**src/rtl/pio_pkg.sv**
```systemverilog
package pio_pkg;

  localparam int NPORTS = 8;
  localparam int AW = 8;

  localparam logic [7:0] PORT_BASE = 8'h00;
  localparam logic [7:0] INT_STATUS = 8'h20;
  localparam logic [7:0] INT_ENABLE = 8'h24;
  localparam logic [7:0] INT_CLEAR = 8'h28;

  localparam logic [2:0] RELAY_PORT = 3'h1;
  localparam logic [2:0] SW_PORT = 3'h4;
  localparam logic [2:0] CTRL_PORT = 3'h6;
  localparam logic [2:0] LED_PORT = 3'h7;

  localparam int SW3_W = 3;
  localparam int OPTO_LSB = 3;
  localparam int OPTO_W = 2;
  localparam int RELAY_W = 2;

  localparam logic [7:0] OUT_RST = 8'h00;
  localparam logic [7:0] INT_EN_RST = 8'h00;
  localparam logic [7:0] FULL_RST = 8'h00;

  typedef logic [7:0] byte_t;
  typedef logic [NPORTS-1:0][7:0] port_bytes_t;

  typedef struct packed {
    logic [AW-1:0] addr;
    logic write;
    logic [31:0] wdata;
  } apb_req_s;

  typedef struct packed {
    logic sel;
    logic en;
  } apb_phase_s;

  function automatic logic is_port(input logic [AW-1:0] a);
    return (a[7:5] == 3'h0) && (a[1:0] == 2'h0);
  endfunction

  function automatic logic [2:0] port_of(input logic [AW-1:0] a);
    return a[4:2];
  endfunction

endpackage
```
**src/rtl/out_port_bank.sv**
```systemverilog
`timescale 1ns/10ps
module out_port_bank (
  input wire logic clk,
  input wire logic rst_n,
  input wire logic wr_en,
  input wire logic [2:0] wr_idx,
  input wire logic [7:0] wr_data,
  output pio_pkg::port_bytes_t q
);

  pio_pkg::port_bytes_t bank_r;

  assign q = bank_r;

  // Whole bank, control byte and LED byte included, clears on reset
  always_ff @(posedge clk or negedge rst_n) begin
    if (!rst_n) begin
      bank_r <= {pio_pkg::NPORTS{pio_pkg::OUT_RST}};
    end else if (wr_en) begin
      bank_r[wr_idx] <= wr_data;
    end
  end

endmodule

```
**src/rtl/parallel_io.sv**
```systemverilog
// Implementation choices: the register addresses and the APB register port.
`timescale 1ns/10ps
module parallel_io (
  input wire logic pclk,
  input wire logic presetn,
  input wire logic psel,
  input wire logic penable,
  input wire logic pwrite,
  input wire logic [7:0] paddr,
  input wire logic [31:0] pwdata,
  output logic [31:0] prdata,
  output logic pready,
  output logic pslverr,
  input wire pio_pkg::port_bytes_t pio_in,
  output pio_pkg::port_bytes_t pio_out,
  output pio_pkg::port_bytes_t pio_oe_n,
  input wire logic [7:0] drive_en_n,
  input wire logic [7:0] in_strobe,
  input wire logic [2:0] sw3_closed,
  input wire logic [7:0] sw8_closed,
  input wire logic [1:0] opto_current,
  output logic [7:0] led,
  output logic [1:0] relay_energize,
  output logic irq
);

  pio_pkg::apb_req_s req;
  pio_pkg::apb_phase_s ph;
  pio_pkg::port_bytes_t out_q;
  pio_pkg::port_bytes_t in_latch_r;
  logic [7:0] strobe_q_r;
  logic [7:0] full_r;
  logic [7:0] full_nxt;
  logic [7:0] int_sts_r;
  logic [7:0] int_sts_nxt;
  logic [7:0] int_en_r;
  logic [31:0] prdata_r;
  logic [31:0] prdata_nxt;

  assign req = '{addr: paddr, write: pwrite, wdata: pwdata};
  assign ph = '{sel: psel, en: penable};

  // Bus decode
  wire setup_ph = ph.sel && !ph.en;
  wire access_ph = ph.sel && ph.en;
  wire hit_port = pio_pkg::is_port(req.addr);
  wire [2:0] pidx = pio_pkg::port_of(req.addr);
  wire hit_sts = req.addr == pio_pkg::INT_STATUS;
  wire hit_en = req.addr == pio_pkg::INT_ENABLE;
  wire hit_clr = req.addr == pio_pkg::INT_CLEAR;
  wire mapped = hit_port || hit_sts || hit_en || hit_clr;
  wire rd_only_bad = hit_sts && req.write;
  wire wr_only_bad = hit_clr && !req.write;
  wire bad = !mapped || rd_only_bad || wr_only_bad;
  wire fire = access_ph && pready;
  wire wr_ok = fire && req.write && !bad;
  wire rd_ok = fire && !req.write && !bad;
  wire port_wr = wr_ok && hit_port;
  wire port_rd = rd_ok && hit_port;
  wire en_wr = wr_ok && hit_en;
  wire clr_wr = wr_ok && hit_clr;

  assign pready = access_ph;
  assign pslverr = access_ph && bad;
  assign prdata = prdata_r;

  out_port_bank u_bank (
    .clk(pclk),
    .rst_n(presetn),
    .wr_en(port_wr),
    .wr_idx(pidx),
    .wr_data(req.wdata[7:0]),
    .q(out_q)
  );

  // Output drive control
  wire [7:0] ctrl = out_q[pio_pkg::CTRL_PORT];
  logic [7:0] soft_en;
  logic [7:0] drv_en;

  always_comb begin
    soft_en = ctrl;
    soft_en[pio_pkg::CTRL_PORT] = 1'b0;
  end

  assign drv_en = soft_en | ~drive_en_n;

  genvar g;
  generate
    for (g = 0; g < pio_pkg::NPORTS; g++) begin : g_pins
      assign pio_oe_n[g] = {8{~drv_en[g]}};
    end
  endgenerate

  assign pio_out = out_q;
  assign led = out_q[pio_pkg::LED_PORT];
  // Relay coil on for a 0 bit
  assign relay_energize =
    ~out_q[pio_pkg::RELAY_PORT][pio_pkg::RELAY_W-1:0];

  // Line levels seen by the input side
  pio_pkg::port_bytes_t line_val;

  always_comb begin
    line_val = pio_in;
    // Closed switch grounds its line
    line_val[pio_pkg::SW_PORT][pio_pkg::SW3_W-1:0] =
      pio_in[pio_pkg::SW_PORT][pio_pkg::SW3_W-1:0] & ~sw3_closed;
    // Lit opto pulls its bit low, else pull-up gives 1
    line_val[pio_pkg::SW_PORT][pio_pkg::OPTO_LSB +: pio_pkg::OPTO_W] =
      ~opto_current;
    line_val[pio_pkg::LED_PORT] =
      pio_in[pio_pkg::LED_PORT] & ~sw8_closed;
  end

  wire [7:0] strobe_rise = in_strobe & ~strobe_q_r;

  always_ff @(posedge pclk or negedge presetn) begin
    if (!presetn) begin
      strobe_q_r <= 8'h00;
    end else begin
      strobe_q_r <= in_strobe;
    end
  end

  always_ff @(posedge pclk or negedge presetn) begin
    if (!presetn) begin
      in_latch_r <= {pio_pkg::NPORTS{8'h00}};
    end else begin
      for (int i = 0; i < pio_pkg::NPORTS; i++) begin
        if (strobe_rise[i]) begin
          in_latch_r[i] <= line_val[i];
        end
      end
    end
  end

  // Full flags: a read empties, a new strobe in the same cycle wins
  wire [7:0] rd_onehot = port_rd ? (8'h01 << pidx) : 8'h00;

  assign full_nxt = (full_r & ~rd_onehot) | strobe_rise;

  always_ff @(posedge pclk or negedge presetn) begin
    if (!presetn) begin
      full_r <= pio_pkg::FULL_RST;
    end else begin
      full_r <= full_nxt;
    end
  end

  // Interrupt status: sticky, write-one clear, set wins
  wire [7:0] clr_mask = clr_wr ? req.wdata[7:0] : 8'h00;

  assign int_sts_nxt = (int_sts_r & ~clr_mask) | strobe_rise;

  always_ff @(posedge pclk or negedge presetn) begin
    if (!presetn) begin
      int_sts_r <= 8'h00;
      int_en_r <= pio_pkg::INT_EN_RST;
    end else begin
      int_sts_r <= int_sts_nxt;
      if (en_wr) begin
        int_en_r <= req.wdata[7:0];
      end
    end
  end

  assign irq = |(int_sts_r & int_en_r);

  // Read data; switch and opto ports read live, status port gives flags
  wire live_port = (pidx == pio_pkg::SW_PORT) || (pidx == pio_pkg::LED_PORT);
  wire [7:0] port_byte =
    (pidx == pio_pkg::CTRL_PORT) ? ~full_r :
    live_port ? line_val[pidx] : in_latch_r[pidx];

  always_comb begin
    prdata_nxt = 32'h0000_0000;
    if (hit_port) begin
      prdata_nxt[7:0] = port_byte;
    end else if (hit_sts) begin
      prdata_nxt[7:0] = int_sts_r;
    end else if (hit_en) begin
      prdata_nxt[7:0] = int_en_r;
    end
  end

  always_ff @(posedge pclk or negedge presetn) begin
    if (!presetn) begin
      prdata_r <= 32'h0000_0000;
    end else if (setup_ph && !req.write) begin
      prdata_r <= prdata_nxt;
    end
  end

  // Checks
  function automatic logic is_port_n(input logic [2:0] n);
    return hit_port && pidx == n;
  endfunction
endmodule

```
**config.mk**
```make
export PLATFORM = sky130hd
export DESIGN_NAME = parallel_io
export DESIGN_NICKNAME = d
export VERILOG_FILES = /design/src/rtl/pio_pkg.sv /design/src/rtl/out_port_bank.sv /design/src/rtl/parallel_io.sv
export SDC_FILE = /design/constraint.sdc
export NUM_CORES = 1
export LEC_CHECK = 0
export BUFFER_PORTS_ARGS = -buffer_cell sky130_fd_sc_hd__clkbuf_2
export CORE_MARGIN = 5
export CORE_UTILIZATION = 47
export CTS_BUF_LIST = sky130_fd_sc_hd__clkbuf_16
export DETAILED_ROUTE_END_ITERATION = 8
export GPL_ROUTABILITY_DRIVEN = 0
export GPL_TIMING_DRIVEN = 1
export PLACE_DENSITY = 0.8
export SYNTH_ARGS = -nofsm -noshare
export SYNTH_HDL_FRONTEND = slang
export SYNTH_HIERARCHICAL = 1
export SYNTH_SLANG_ARGS = --single-unit
```
**constraint.sdc**
```tcl
create_clock -name pclk -period 2.4 [get_ports pclk]
set_input_delay 0.6 -clock pclk [delete_from_list [all_inputs] [get_ports pclk]]
set_output_delay 0.6 -clock pclk [all_outputs]
set_load 0.01 [all_outputs]
```
**Word-level counts from Yosys, hierarchy flattened**

Index checks and enable logic that the tools add are counted.

- Register bits after elaboration: 168
- Bits of input ports: 138
- Output and inout bits: 173
- Word-level logic and storage cells: 99

- Magnitude comparators: 2
- Eq/ne operators: 6
- Shifts and indexed selects: 1
- Multiplexer cells: 14
- Bitwise operators: 26
- Reductions and logical operators: 29

Operators by type and width:

| cell | number |
|---|---|
| $mux 8 | 10 |
| $bwmux 64 | 1 |
| $bmux 8 s3 | 2 |
| $not 8->8 | 6 |
| $and 8x8->8 | 5 |
| $demux 8 s3 | 1 |
| $eq 8x6->1 const B | 3 |
| $or 8x8->8 | 3 |
| $logic_and 1x1->1 | 16 |
| $eq 3x3->1 const B | 3 |
| $not 1->1 | 8 |
| $reduce_or 8->1 | 1 |
| $shl 1x3->8 const A | 1 |
| $logic_or 1x1->1 | 6 |
| $logic_not 1->1 | 4 |
| $lt 3x4->1 const B | 1 |
| $not 2->2 | 2 |
| $and 3x3->3 | 1 |
| $ge 3x1->1 const B | 1 |
| $logic_not 3->1 | 1 |
| $not 3->3 | 1 |
| $logic_not 2->1 | 1 |

**Longest topological paths before layout**

- Word-level depth: 15
- Mapped depth: 9
- Gate-level depth less buffers: 5

**Hierarchy**

The synthesis kept the hierarchy.

By module, submodules not included:

| module | instances | cells each | area an instance (um2) | sequential area each (um2) |
|---|---|---|---|---|
| parallel_io | 1 | 415 | 4591.9 | 2001.9 |
| out_port_bank | 1 | 143 | 2452.4 | 1601.5 |

**Worst setup path before layout**

Ideal clock, no wire load.

- Path kind: input -> register
- Start point: input port paddr[7]
- End point: register u_bank.bank_r, in the netlist u_bank/q[0]
- Library setup time: 125 ps
- Arrival time: 2596 ps
- Data required time: 2275 ps
- Slack: -321 ps
- Stages on the path: 8
- Path buffers: 3
- Cell sequence: or4_4 buf_6 or2_0 buf_2 nor2_1 buf_2 nor4b_4 mux2_2

- Word-level cells in the longest chain between the ends: 11
- Elaborated cells between the ends (all ways): 16
- Classes of those cells: eq/ne: 3; reduce/logical: 13

RTL lines:

| item | RTL line | RTL |
|---|---|---|
| from (decl) | parallel_io.sv:9 | `input wire logic [7:0] paddr,` |
| parallel branches: the longest is 10 deep, another holds $eq 8x6->1 | - |  |
| $logic_and 1x1->1 * | parallel_io.sv:58 | `wire port_wr = wr_ok && hit_port;` |
| via port_wr | parallel_io.sv:58 |  |
| to (signal assigned) | out_port_bank.sv:18 | `bank_r <= {pio_pkg::NPORTS{pio_pkg::OUT_RST}};` |
| to (signal, indexed assignment) | out_port_bank.sv:20 | `bank_r[wr_idx] <= wr_data;` |
| to (decl) | out_port_bank.sv:11 | `pio_pkg::port_bytes_t bank_r;` |

Mark *: on every way through the listed nets, which the timed path passes.
A chain may end at the register's enable or synchronous reset.

**Worst setup path in the final report**

- Start point: input port paddr[7]
- End point: output port pslverr

- Word-level cells in the longest chain between the ends: 9
- Elaborated cells between the ends (all ways): 14
- Classes of those cells: eq/ne: 3; reduce/logical: 11

RTL lines:

| item | RTL line | RTL |
|---|---|---|
| parallel branches: the longest is 7 deep, another holds $eq 8x6->1 | - |  |
| $logic_or 1x1->1 * | parallel_io.sv:54 | `wire bad = !mapped \|\| rd_only_bad \|\| wr_only_bad;` |
| $logic_and 1x1->1 * | parallel_io.sv:64 | `assign pslverr = access_ph && bad;` |
| to (decl) | parallel_io.sv:13 | `output logic pslverr,` |

Every way passes the cells marked *.

==> results summary <==
The run finished with clean final reports. The number of buffers added by the clock tree synthesis step came out at 17. The number of endpoints with negative hold slack in the final report is 0. Entering global routing, the biggest net connects a little under 60 pins. The count of cells resized by post-cts repair is 0. Across every metal layer, demand over resource in global routing totals 0.205. The number of antenna violations at the first check in global routing is 0. The source-to-sink clock delay at the later pin of the worst-skew pair came out at between 0.4 and 0.5 ns.

The number of enable flip-flop cells after synthesis is 0. The net switching fraction of the power is 0.236. The sink count of the clock tree is roughly 140.

The number of remaining DRC errors came out at 0. The endpoint identified for the worst register-to-register timing path is prdata[0]$_DFFE_PN0P_. The net switching power came out at 1.38 mW. The most common cell after layout, fill and taps aside is clkbuf_2. The width of the chip came out at 132 um. From synthesis to final layout, the design area changed by 23.6%. The portion of the post-synthesis area used by sequential elements came out at 0.512.

The critical-path maximum fanout came out at 9. The fraction of the mapped netlist area in compound gates came out at 0.0528. Hold is met by 0.148 ns. The count of nets after finishing came out at roughly 900.

The adder-cell area share of the yosys netlist is 0. Timing would allow up to ~0.43 GHz. The worst setup path is captured at an output port. Buffers added to address setup during post-CTS repair amount to 0. The worst setup slack after layout came out at 0.0803 ns. The critical path startpoint category is an input port. The effective utilization at floorplan is 0.481.

The height of the chip is 132 um. The via count of the first global-routing pass was 5253. The worst register-to-register path begins at in_latch_r[16]$_DFFE_PN0P_. The worst register-to-register path has a depth of 4. Once detail routing completed, the nets flagged for antenna violations numbered 0.

The number of max-capacitance violations reported came out at 0. The global-route congestion overflow total is 0. The fraction of synthesized area in multiplexers came out at 0.216. In the final layout, the share of cells above drive strength 1 is 0.571. The number of hold buffers added after cts came out at 0. The post-layout minimum cycle time came out at 2.32 ns. The tightest slew margin relative to the limit came out at 0.640.

The number of pins exceeding their max-slew limit in the final report is 0. The number of standard-cell rows in the floorplan came out at 44. The overall die area came out at between 15000 and 20000 um^2. Internal power comes to 4.48 mW. TritonCTS built the clock tree. The routed via count came out at 4987. The setup slack after placement is -0.272 ns.

The number of library cell types mapped by synthesis is 48. The clock slew at the register clock pins of the worst setup and hold paths is 0.06 ns. In the layout the commonest cells are clkbuf_2 (242), dfrtp_1 (144), mux2_2 (110). The post-synthesis average cell area came out at 12.6 um^2.

The top-area cell type share of the netlist area came out at 0.512. The number of DRC markers after the initial detailed-route iteration came out at 266. The signal arrival time at the worst endpoint is approximately 1.7 ns. The placed wire-length estimate came out at 13.7 mm. The clock skew is 0.00516 ns. The share of total power in sequential cells is 0.447. Sorting the synthesized cells by area gives the leading types as dfrtp_1 (51%), mux2_2 (18%), buf_4 (9.6%), mux4_2 (3.2%), nand2b_1 (1.6%). The detailed-router iteration count before antenna repair came out at 4. The layout has 1242 filler cells. The reg2reg setup slack came out at ~1.0 ns.

The setup path with the least slack is of type in -> out. The gate count of the mapped netlist came out at 558. Setup repair after global routing left no endpoint under its margin. The worst IR drop on VDD is between 0.4 and 0.5 mV. By area, the combinational part of the netlist is dominated by multiplexers. The data required time at the worst endpoint is 1.80 ns. The first-pass GRT wire length came out at 28.4 mm. The mean routed wirelength per cell is ~19 um. The count of buffers inserted at the top-level ports came out at 243.

The path class of the tightest hold or removal check is in -> async. The count of state elements after synthesis is 144. In this run the clock root is driven by a clkbuf_16. The core region area is 14600 um^2. The count of endpoints failing setup in the final report is 0. The biggest area contributor in the post-synthesis netlist is dfrtp_1. The final layout contains routed wiring with a total length of 17.8 mm. The simple logic cell fraction of the synthesized area came out at 0.0998. Of the total power, combinational logic draws 0.113. Of the total power, the clock network draws 0.441.

The number of antenna diodes in the final layout is 0. In this run the static leakage power is 4.42 nW. The cell area power density is 674 nW/um^2. The number of synthesis warnings came out at 6. The transition time at the pin with the least slew margin came out at 0.540 ns. The final critical-path share of the clock period came out at 0.967. The final core area utilization is 0.594.

In this run the deepest clock path goes through 2 buffers. Power comes to 5.86 mW. Among all flip-flop cells after synthesis, the most frequent one is dfrtp_1. For this run, asynchronously set or reset flops after synthesis account for 1.00. Of the total synthesized cell area, the portion taken by XOR and XNOR cells is 0.00124.

Pin placement for this block handled 311 I/O pins. After synthesis the cells add up to 7040 um^2. In the routed layout, each cell is associated on average with a via count of roughly 5.2. The H-tree generated during clock tree synthesis spans 4 levels.
## per-layer routing
metal	vias to the layer above	GRT usage	wire (um)
met5	-	0	0
met4	0	0.0664	360
met3	32	0.0547	1230
met2	211	0.367	9360
met1	2466	0.240	6900
li1	2278	-	-
## cells by family (layout without fill, tap and decap cells)
kind of cell,after synthesis,count (layout)
flops,144,144
buf+inv,125,324
mux,126,126
xor+xnor,1,1
compound gates,52,52
other cells,1,24
simple gates,109,109
## layout make-up
| type | count | area [um^2] | share of cell area |
|---|---|---|---|
| clock buffer | 17 | 425 | 0.0489 |
| multi-input combinational | 312 | 2720 | 0.312 |
| timing repair buffer | 282 | 1540 | 0.177 |
| clock inverter | 15 | 153 | 0.0175 |
| tap | 184 | 230 | 0.0264 |
| sequential | 144 | 3600 | 0.414 |
| inverter | 10 | 37.5 | 0.00431 |
## worst max path at each step
| stage | from | to | slack (ns) |
|---|---|---|---|
| 6_report | paddr[7] | pslverr | 0.08 |
| 5_1_grt | paddr[7] | u_bank/q[38]$_DFFE_PN0P_ | 0.02 |
| 4_1_cts | paddr[7] | pslverr | 0.07 |
| 3_5_place_dp | paddr[7] | u_bank/q[17]$_DFFE_PN0P_ | -0.27 |
| 3_3_place_gp | paddr[7] | u_bank/q[18]$_DFFE_PN0P_ | -0.20 |
| 2_1_floorplan | paddr[7] | u_bank/q[0]$_DFFE_PN0P_ | -0.32 |
## power groups by stage
stage                     sequential (mW)  clock, mW  combinational, mW
after floorplan                      2.65          0              0.436
after global placement               2.66          0              0.655
after detailed placement             2.66          0              0.668
after CTS                            2.62       2.63              0.669
after global routing                 2.63       2.75              0.724
final                                2.62       2.58              0.660
## per-stage QoR
| step | TNS, ns | cells | area (um^2) |
|---|---|---|---|
| 3_5_place_dp | -9.91 | 932 | 8130 |
| 3_3_place_gp | -7.08 | 932 | 8130 |
| 4_1_cts | 0 | 964 | 8710 |
| 2_1_floorplan | -14.93 | 581 | 7130 |
| 5_1_grt | 0 | 964 | 8710 |
| 6_report | 0 | 964 | 8710 |
## cells in the mapped netlist (all sizes together) (3+ instances only)
master	instances
dfrtp	144
a22o	3
or3b	3
a21o	6
nor4	8
nor2	3
inv	8
buf	104
nand3b	7
clkbuf	11
mux2i	6
a22oi	9
nand3	4
nand4b	4
nor3	3
o2111ai	5
nor4bb	3
o31ai	5
nand2b	18
nand2	26
nor2b	17
or2b	3
mux4	10
mux2	110
o21ai	6
a21oi	7
## sequential cells by signal, summed over array words and instances (netlist names)
name,cells
u_bank/q,64
in_latch_r,40
full_r,8
prdata,8
int_en_r,8
strobe_q_r,8
int_sts_r,8
## worst max-delay path, stage by stage
cell and delay (ns):
clkbuf_2 0.08, or4_4 0.53, buf_4 0.20, o21a_1 0.19, clkbuf_2 0.12
Power figures use the tool's default switching activity.
